<file path="src/include/org_pkg.sv">
// Constants and types shared by the output register gearbox
package org_pkg;
    // ------------------------------------------------------------
    // Register map
    // ------------------------------------------------------------
    localparam logic [11:0] ORG_CTRL_OFS = 12'h000;
    localparam logic [11:0] ORG_STAT_OFS = 12'h004;
    // ------------------------------------------------------------
    // Control fields
    // ------------------------------------------------------------
    localparam int ORG_MODE_LSB = 0;
    localparam int ORG_MODE_W = 3;
    localparam int ORG_LATCH_BIT = 3;
    localparam int ORG_INIT_BIT = 4;
    localparam int ORG_RUN_BIT = 5;
    localparam int ORG_EDGE_LSB = 6;
    // ------------------------------------------------------------
    // Reset values
    // ------------------------------------------------------------
    localparam logic ORG_LATCH_RST = 1'b0;
    localparam logic ORG_INIT_RST = 1'b0;
    localparam logic ORG_RUN_RST = 1'b0;
    // ------------------------------------------------------------
    // Edge placement of the instance
    // ------------------------------------------------------------
    localparam logic [1:0] ORG_EDGE_SIDE = 2'h0;
    localparam logic [1:0] ORG_EDGE_TOP = 2'h1;
    localparam logic [1:0] ORG_EDGE_BOTTOM = 2'h2;
    // ------------------------------------------------------------
    // Operating modes, one-hot
    // ------------------------------------------------------------
    typedef enum logic [2:0] {
        ORG_MODE_SDR = 3'b001,
        ORG_MODE_DDR = 3'b010,
        ORG_MODE_GEAR = 3'b100
    } org_mode_t;
endpackage

</file>
<file path="src/org_gearbox.sv">
// Output register block of an I/O cell with SDR, DDR and gearbox paths
`timescale 1ns/1ps
module org_gearbox
    import org_pkg::*;
#(
    parameter logic [1:0] EDGE = ORG_EDGE_SIDE
) (
    input wire logic clk_i,
    input wire logic sys_rst_i,
    input wire logic psel_i,
    input wire logic penable_i,
    input wire logic pwrite_i,
    input wire logic [11:0] paddr_i,
    input wire logic [31:0] pwdata_i,
    output logic [31:0] prdata_o,
    output logic pready_o,
    output logic pslverr_o,
    input wire logic lane_a_pos_data_i,
    input wire logic lane_a_neg_data_i,
    input wire logic lane_b_pos_data_i,
    input wire logic lane_b_neg_data_i,
    input wire logic latch_gate_i,
    input wire logic edge_strobe_clk_first_i,
    input wire logic edge_strobe_clk_second_i,
    output logic io_cell_data_o
);
    // ------------------------------------------------------------
    // Configuration registers
    // ------------------------------------------------------------
    org_mode_t mode_r;
    logic latch_r;
    logic init_r;
    logic run_r;
    logic phase_r;
    logic [31:0] prdata_r;
    logic [31:0] ctrl_rd;
    logic wr_ctrl;
    logic mode_ok;
    logic mapped;
    org_mode_t wr_mode;

    assign wr_mode = org_mode_t'(pwdata_i[ORG_MODE_LSB +: ORG_MODE_W]);

    always_comb begin
        if (EDGE == ORG_EDGE_BOTTOM) begin
            mode_ok = (wr_mode == ORG_MODE_SDR);
        end else if (EDGE == ORG_EDGE_TOP) begin
            mode_ok = (wr_mode == ORG_MODE_SDR) || (wr_mode == ORG_MODE_DDR);
        end else begin
            mode_ok = (wr_mode == ORG_MODE_SDR) || (wr_mode == ORG_MODE_DDR) || (wr_mode == ORG_MODE_GEAR);
        end
    end

    always_comb begin
        if (paddr_i == ORG_CTRL_OFS) begin
            mapped = 1'b1;
        end else if (paddr_i == ORG_STAT_OFS) begin
            mapped = 1'b1;
        end else begin
            mapped = 1'b0;
        end
    end

    assign wr_ctrl = psel_i && penable_i && pwrite_i && (paddr_i == ORG_CTRL_OFS);
    assign pready_o = 1'b1;
    assign pslverr_o = psel_i && penable_i && !mapped;
    assign prdata_o = prdata_r;

    // Mode, latch and init only change while stopped; run bit always writable
    always_ff @(posedge clk_i or posedge sys_rst_i) begin
        if (sys_rst_i) begin
            mode_r <= ORG_MODE_SDR;
            latch_r <= ORG_LATCH_RST;
            init_r <= ORG_INIT_RST;
            run_r <= ORG_RUN_RST;
        end else if (wr_ctrl) begin
            run_r <= pwdata_i[ORG_RUN_BIT];
            if (!run_r && mode_ok) begin
                mode_r <= wr_mode;
                latch_r <= pwdata_i[ORG_LATCH_BIT];
                init_r <= pwdata_i[ORG_INIT_BIT];
            end
        end
    end

    always_comb begin
        ctrl_rd = 32'h0000_0000;
        ctrl_rd[ORG_MODE_LSB +: ORG_MODE_W] = mode_r;
        ctrl_rd[ORG_LATCH_BIT] = latch_r;
        ctrl_rd[ORG_INIT_BIT] = init_r;
        ctrl_rd[ORG_RUN_BIT] = run_r;
    end

    // Read data captured in the setup cycle
    always_ff @(posedge clk_i or posedge sys_rst_i) begin
        if (sys_rst_i) begin
            prdata_r <= 32'h0000_0000;
        end else if (psel_i && !penable_i && !pwrite_i) begin
            if (paddr_i == ORG_CTRL_OFS) begin
                prdata_r <= ctrl_rd;
            end else if (paddr_i == ORG_STAT_OFS) begin
                prdata_r <= {24'h00_0000, EDGE, io_cell_data_o, phase_r, run_r, mode_r};
            end else begin
                prdata_r <= 32'h0000_0000;
            end
        end
    end

    // ------------------------------------------------------------
    // Capture stage
    // ------------------------------------------------------------
    logic a_pos_r;
    logic a_neg_r;
    logic b_pos_r;
    logic b_neg_r;
    logic a_neg_lat_r;
    logic b_pos_lat_r;
    logic b_neg_lat_r;

    always_ff @(posedge clk_i or posedge sys_rst_i) begin
        if (sys_rst_i) begin
            a_pos_r <= 1'b0;
            a_neg_r <= 1'b0;
            b_pos_r <= 1'b0;
            b_neg_r <= 1'b0;
        end else begin
            a_pos_r <= lane_a_pos_data_i;
            a_neg_r <= lane_a_neg_data_i;
            b_pos_r <= lane_b_pos_data_i;
            b_neg_r <= lane_b_neg_data_i;
        end
    end

    // Second stage delays three values a cycle, as the latch does
    always_ff @(posedge clk_i or posedge sys_rst_i) begin
        if (sys_rst_i) begin
            a_neg_lat_r <= 1'b0;
            b_pos_lat_r <= 1'b0;
            b_neg_lat_r <= 1'b0;
        end else begin
            a_neg_lat_r <= a_neg_r;
            b_pos_lat_r <= b_pos_r;
            b_neg_lat_r <= b_neg_r;
        end
    end

    always_ff @(posedge clk_i or posedge sys_rst_i) begin
        if (sys_rst_i) begin
            phase_r <= 1'b0;
        end else if (run_r && mode_r == ORG_MODE_DDR) begin
            phase_r <= !phase_r;
        end else begin
            phase_r <= 1'b0;
        end
    end

    // ------------------------------------------------------------
    // Output element
    // ------------------------------------------------------------
    always_ff @(posedge clk_i or posedge sys_rst_i) begin
        if (sys_rst_i) begin
            io_cell_data_o <= ORG_INIT_RST;
        end else if (!run_r) begin
            io_cell_data_o <= init_r;
        end else begin
            case (mode_r)
                ORG_MODE_SDR: begin
                    if (!latch_r || latch_gate_i) begin
                        io_cell_data_o <= lane_a_pos_data_i;
                    end
                end
                ORG_MODE_DDR: begin
                    io_cell_data_o <= phase_r ? a_neg_lat_r : a_pos_r;
                end
                ORG_MODE_GEAR: begin
                    case ({edge_strobe_clk_first_i, edge_strobe_clk_second_i})
                        2'b00: io_cell_data_o <= a_pos_r;
                        2'b01: io_cell_data_o <= a_neg_r;
                        2'b10: io_cell_data_o <= b_pos_lat_r;
                        default: io_cell_data_o <= b_neg_lat_r;
                    endcase
                end
                default: io_cell_data_o <= init_r;
            endcase
        end
    end
endmodule // org_gearbox

</file>
<file path="config.mk">
export PLATFORM = sky130hd
export DESIGN_NAME = org_gearbox
export DESIGN_NICKNAME = d
export VERILOG_FILES = /design/src/include/org_pkg.sv /design/src/org_gearbox.sv
export SDC_FILE = /design/constraint.sdc
export NUM_CORES = 1
export LEC_CHECK = 0
export BUFFER_PORTS_ARGS = -buffer_cell sky130_fd_sc_hd__buf_2
export CAP_MARGIN = 25
export CORE_MARGIN = 2
export CORE_UTILIZATION = 39
export CTS_BUF_LIST = sky130_fd_sc_hd__clkbuf_4 sky130_fd_sc_hd__clkbuf_8 sky130_fd_sc_hd__clkbuf_16
export DETAILED_ROUTE_END_ITERATION = 8
export PLACE_DENSITY = 0.79
export RECOVER_POWER = 25
export SYNTH_ARGS = -nofsm -noshare
export SYNTH_HDL_FRONTEND = slang
export SYNTH_SLANG_ARGS = --single-unit
</file>
<file path="constraint.sdc">
create_clock -name clk_i -period 2 [get_ports clk_i]
set_clock_uncertainty 0.1 [all_clocks]
set_input_delay 0.4 -clock clk_i [delete_from_list [all_inputs] [get_ports clk_i]]
set_output_delay 0.4 -clock clk_i [all_outputs]
set_load 0.03 [all_outputs]
</file>
==> key figures, run 1 <==
Clock tree
  – CTS tree: done
  – CTS clk-pin slew, worst paths: 110 ps
  – Setup repair bufs after CTS: 0
  – Root buffer cell: clkbuf_4
  – Clk_lat worst skew: 300 ps
  – CTS resizes: 0
  – CTS Sinks: 21
  – Hold buffers post-CTS: 0
  – Clock Tree Buf Depth: 2
  – H-Tree Depth: 1
  – Number of CTS-inserted buffers: 3

Route
  – DRC Markers: 0
  – DRT iter0 DRCs: 6
  – Vias per cell: between 4 and 5
  – Vias: between 700 and 800
  – Pre-antenna DRT Iters: 4
  – Wire length per cell: about 11 um
  – Post-Route WL: 1.891 mm
  – Final ANT Viol Nets: 0

Logic synthesis
  – Top post-synthesis cells by area: dfrtp_1 43%, buf_4 18%, mux2_1 2.9%, mux2i_1 2.6%, mux2_4 2.6%
  – Post-synthesis average cell area: 11.46 sq um
  – Post-synthesis register bit count: 21
  – EDFF count, synth: 0
  – Synth Warn #: 0
  – Mapped cell area: roughly 1200 sq um
  – Synth top area share: 43.24%
  – Distinct cells, synth: 34
  – Register area share after synthesis: ~46%
  – Asr flop ratio synth: between 90% and 100%
  – Main synth FF type: dfrtp_1
  – Synth area leader: dfrtp_1
  – Cells after synthesis: around 100

Worst setup path
  – Max incr delay on CP: between 200 and 300 ps
  – Worst setup EP type: output port
  – Slowest-stage cell, CP: and3_2
  – R2R Setup Slk: 440 ps
  – Crit path cell chain: buf_2, nor4_1, and3_2, nor2_1, buf_2
  – Crit path launch: paddr_i[0]
  – WP data arrival: approximately 1300 ps
  – Startpoint types: primary input
  – Cell count along the critical path: 5
  – Worst EP required: ~1500 ps
  – Cells on worst reg2reg path: 4
  – R2R Path End: io_cell_data_o
  – Reg2reg start: mode_r[0]
  – CP max FO: 5
  – Last element of the critical path: pslverr_o
  – Crit path kind: primary input to output port
  – Cell family with most CP delay: simple AND/OR/NAND/NOR gates
  – Bufs and invs on worst path: 2
  – Cell mode on critical path: buf_2

Pwr
  – Cell Int Power: approximately 540 uW
  – NetSw: ~230 uW
  – Clock Power Share: about a quarter
  – Logic pwr share: roughly 17%
  – Reg power frac: 56.8%
  – Lkg Pwr: ~0.74 nW
  – Cell Pwr Density: around 600 nW/um^2
  – Switch share: 29.57%
  – Maximum VDD drop: between 0.4 and 0.5 mV

Placement
  – I/O Buffers: 37
  – Routability cong.: 0.7248
  – Post-DP HPWL: ~1.6 mm

Global routing
  – Largest net degree at the start of global routing: 22
  – First-pass GRT wire length: 3.084 mm
  – Vias in the first global route: approximately 700
  – All-Layer GR Usage: a little under an eighth
  – Initial antenna violation count: 0
  – Grt total ovfl: 0

Final layout
  – Final Core Density: a little under half
  – NumNets Final: 196
  – # diodes: 0
  – Layout cells sized above 1: a little over a third
  – Area grow syn2layout: 11.89%
  – Most frequent cells in the layout: 36 x buf_2, 27 x conb_1, 20 x dfrtp_1
  – Most common cell after layout, fill and taps aside: buf_2

Timing
  – Setup TNS: 0 ps
  – RSZ-0062 raised after global routing: no
  – Peak Freq: 570.0 MHz
  – Fin crit share: ~88%
  – Tmin final: 1754 ps
  – Slew HR: 49.17%
  – Final hold viol count: 0
  – Max-slew violations: 0
  – Fin Hold WS: a little over 90 ps
  – Final setup fails: 0
  – Slew @ Worst Pin: approximately 760 ps

Floorplan
  – Die width: 58.48 um
  – Die area: around 3400 sq um
  – Top Ports: approximately 90
  – Core Region: 2781 sq um
  – Initial Util: a little over two fifths
  – Die Y: 58.48 um
  – Row count: 19

Flow run
  – Max_cap viols: 0

Worst hold path
  – Hold depth: 1
  – Hold WC Path Type: primary input to flip-flop

Status
  – Run status: finished clean
## cells in the mapped netlist (2+ instances only)
master    n
nor4_1    2
nor3b_1   2
a22o_1    3
nand2_1   6
mux2_4    2
or3b_1    2
mux2_1    3
mux2i_1   3
conb_1    2
o21ai_0   4
mux2_2    2
nor2_1    3
buf_4    27
dfrtp_1  20
## worst min-delay path by stage
stage                            from     endpoint  slack, ps
floorplan                     b_neg_r  b_neg_lat_r        230
global placement              b_neg_r  b_neg_lat_r        230
detailed placement            b_pos_r  b_pos_lat_r        240
CTS                 lane_a_neg_data_i      a_neg_r         80
global route        lane_b_neg_data_i      b_neg_r         80
finish              lane_a_neg_data_i      a_neg_r         90
## kinds of logic after synthesis
family,count (synthesis),share of synthesized area (%)
xor+xnor,2,1.514
flops,21,45.51
simple gates,25,15.24
other cells,2,0.6489
mux,11,12.00
buf+inv,29,18.16
compound gates,11,6.920
## per-layer routing
metal / track usage [%] / part of all wire [%] / up-vias
met5: 0 / 0 / -
met4: 2.990 / 1.1 / 0
met3: 5.055 / 12 / 5
met2: 20.39 / 48 / 44
met1: 13.38 / 39 / 350
li1: - / - / 373
## power groups by stage
stage | logic, mW | registers, mW | clock network (mW)
finish | 0.129 | 0.434 | 0.201
global route | 0.139 | 0.435 | 0.221
CTS | 0.130 | 0.434 | 0.211
detailed placement | 0.130 | 0.442 | 0
global placement | 0.127 | 0.442 | 0
floorplan | 0.134 | 0.441 | 0
## flip-flops by register name, indices dropped and copies added (netlist names)
signal          flops
prdata_o            6
mode_r              3
a_neg_lat_r         1
a_neg_r             1
a_pos_r             1
b_neg_lat_r         1
b_neg_r             1
b_pos_lat_r         1
b_pos_r             1
init_r              1
io_cell_data_o      1
latch_r             1
phase_r             1
run_r               1
## through the flow
step | setup WS (ps) | instances | area, sq um | total power, mW
after floorplan | 402.4 | 126 | 1251 | 0.5752
after global placement | 262.9 | 166 | 1269 | 0.5690
after detailed placement | 229.4 | 166 | 1269 | 0.5720
after CTS | 240.3 | 170 | 1296 | 0.7751
after global routing | 167.1 | 170 | 1295 | 0.7955
final | 245.7 | 170 | 1295 | 0.7645
## area by class of cell
class	count	area, sq um
Clock buffer	3	22.52
Clock inverter	1	5.005
Fill cell	274	1486
Inverter	1	3.754
Multi-Input combinational cell	76	514.2
Sequential cell	21	526.8
Tap cell	31	38.79
Timing Repair Buffer	37	183.9
Note: power is estimated with default switching activity, not from simulation.
==> run 2, diff against run 1 <==
--- a/config.mk
+++ b/config.mk
@@ -13,2 +13,4 @@
 export DETAILED_ROUTE_END_ITERATION = 8
+export HOLD_SLACK_MARGIN = 0.1
+export MAX_ROUTING_LAYER = met4
 export PLACE_DENSITY = 0.79
==> constraint.sdc (replaced) <==
create_clock -name clk_i -period 2 [get_ports clk_i]
set_clock_uncertainty 0.1 [all_clocks]
set_input_delay 0.2 -clock clk_i [delete_from_list [all_inputs] [get_ports clk_i]]
set_output_delay 0.2 -clock clk_i [all_outputs]
set_load 0.03 [all_outputs]
==> key figures, run 2 (synthesis gave the netlist of run 1 again) <==
Status
  – Run status: finished clean

Route
  – Vias: around 800
  – Vias per cell: about 4.4
  – Wire length per cell: 11.25 um
  – Final ANT Viol Nets: 0
  – DRC Markers: 0
  – DRT iter0 DRCs: 6
  – Pre-antenna DRT Iters: 4
  – Post-Route WL: just over 2 mm

Clock tree
  – CTS tree: done
  – CTS clk-pin slew, worst paths: 110 ps
  – Root buffer cell: clkbuf_4
  – Clock Tree Buf Depth: 2
  – Setup repair bufs after CTS: 0
  – Hold buffers post-CTS: 11
  – CTS Sinks: 21
  – Clk_lat worst skew: just over 300 ps
  – CTS resizes: 0
  – H-Tree Depth: 1
  – Number of CTS-inserted buffers: 3

Final layout
  – Layout cells sized above 1: roughly 33%
  – Finished Cell Area: roughly 1400 sq um
  – # diodes: 0
  – NumNets Final: between 200 and 250
  – Area grow syn2layout: 21.30%
  – Most common cell after layout, fill and taps aside: buf_2
  – Final std cells w/o fill: 181
  – Most frequent cells in the layout: 36 x buf_2, 27 x conb_1, 20 x dfrtp_1
  – Number of flip-flops in the largest register: 6

Timing
  – Final setup fails: 0
  – Max-slew violations: 0
  – Fin Hold WS: 193.9 ps
  – Fin crit share: around 89%
  – Tmin final: 1777 ps
  – RSZ-0062 raised after global routing: no
  – Final hold viol count: 0
  – Setup TNS: 0 ps
  – Slew @ Worst Pin: 757.8 ps
  – Slew HR: 49.42%
  – Peak Freq: around 560 MHz

Worst setup path
  – WP data arrival: 1880 ps
  – CP max FO: 5
  – Startpoint types: primary input
  – Crit path kind: primary input to flip-flop
  – Worst setup EP type: flip-flop
  – Worst EP required: roughly 2100 ps

Global routing
  – Grt total ovfl: 0
  – Largest net degree at the start of global routing: 22
  – First-pass GRT wire length: approximately 3.4 mm
  – Vias in the first global route: about 780
  – Initial antenna violation count: 0
  – All-Layer GR Usage: about 13%

Placement
  – Placed cell area: ~1300 sq um
  – Inst Count DP: 166
  – Post-DP HPWL: about 1.6 mm
  – Routability cong.: approximately 0.73
  – I/O Buffers: 37

Floorplan
  – Top Ports: 91
  – Die area: 3419 sq um
  – Core Region: roughly 2800 sq um
  – Row count: 19
  – Initial Util: between 40% and 50%
  – Die width: just under 60 um
  – Die Y: about 60 um

Pwr
  – Cell Pwr Density: ~560 nW/um^2
  – Maximum VDD drop: 0.4712 mV
  – Lkg Pwr: about 0.79 nW

Worst hold path
  – Hold WC Path Type: primary input to flip-flop

Flow run
  – Max_cap viols: 0
## run 2: path summary, 6_finish.rpt
path | start | slack [ps] | end | cells past startpoint
setup / recovery | pwdata_i[1] | 220 | mode_r[2] | 6
hold / removal | paddr_i[2] | 190 | prdata_o[4] | 3
setup reg to reg | mode_r[0] | 440 | io_cell_data_o | 4
hold reg to reg | b_neg_r | 270 | b_neg_lat_r | 0
max in group asynchronous | sys_rst_i | 880 | phase_r | 3
min in group asynchronous | sys_rst_i | 450 | mode_r[1] | 3
## run 2: area by class of cell
class / instances / area, sq um
fillers: 262 / 1378
flip-flops and latches: 21 / 526.8
multi-input cells: 76 / 513.0
repair buffers: 48 / 294.0
well taps: 31 / 38.79
clock buffers: 3 / 22.52
clock inverters: 1 / 5.005
inverters: 1 / 3.754
## run 2: layer usage
metal  vias up  track usage [%]  wire [um]
met5         -                -          0
met4         0            2.990         20
met3         5            4.396        194
met2        44            23.92       1043
met1       360            14.49        779
li1        394                -          -
## run 2: metrics by stage
stage / util, % / worst slack [ps] / total power [mW]
after CTS: 50.56 / 241.9 / 0.7912
after floorplan: - / 591.1 / 0.5752
after global placement: 45.61 / 473.6 / 0.5690
after detailed placement: 45.61 / 429.4 / 0.5720
final: 50.47 / 223.2 / 0.7830
after global routing: 50.47 / 160.7 / 0.8145
## run 2: critical path, cell delays in order
cell	delay (ps)
dlygate4sd3_1	540
buf_2	140
or3b_1	380
o21ai_2	100
nand4b_4	180
mux2_1	350
## run 2: power breakdown
group,leakage [nW],switching [mW],internal [mW]
Combinational,0.496,0.100,0.0460
Clock,0.0177,0.128,0.0748
Sequential,0.274,0.00227,0.432
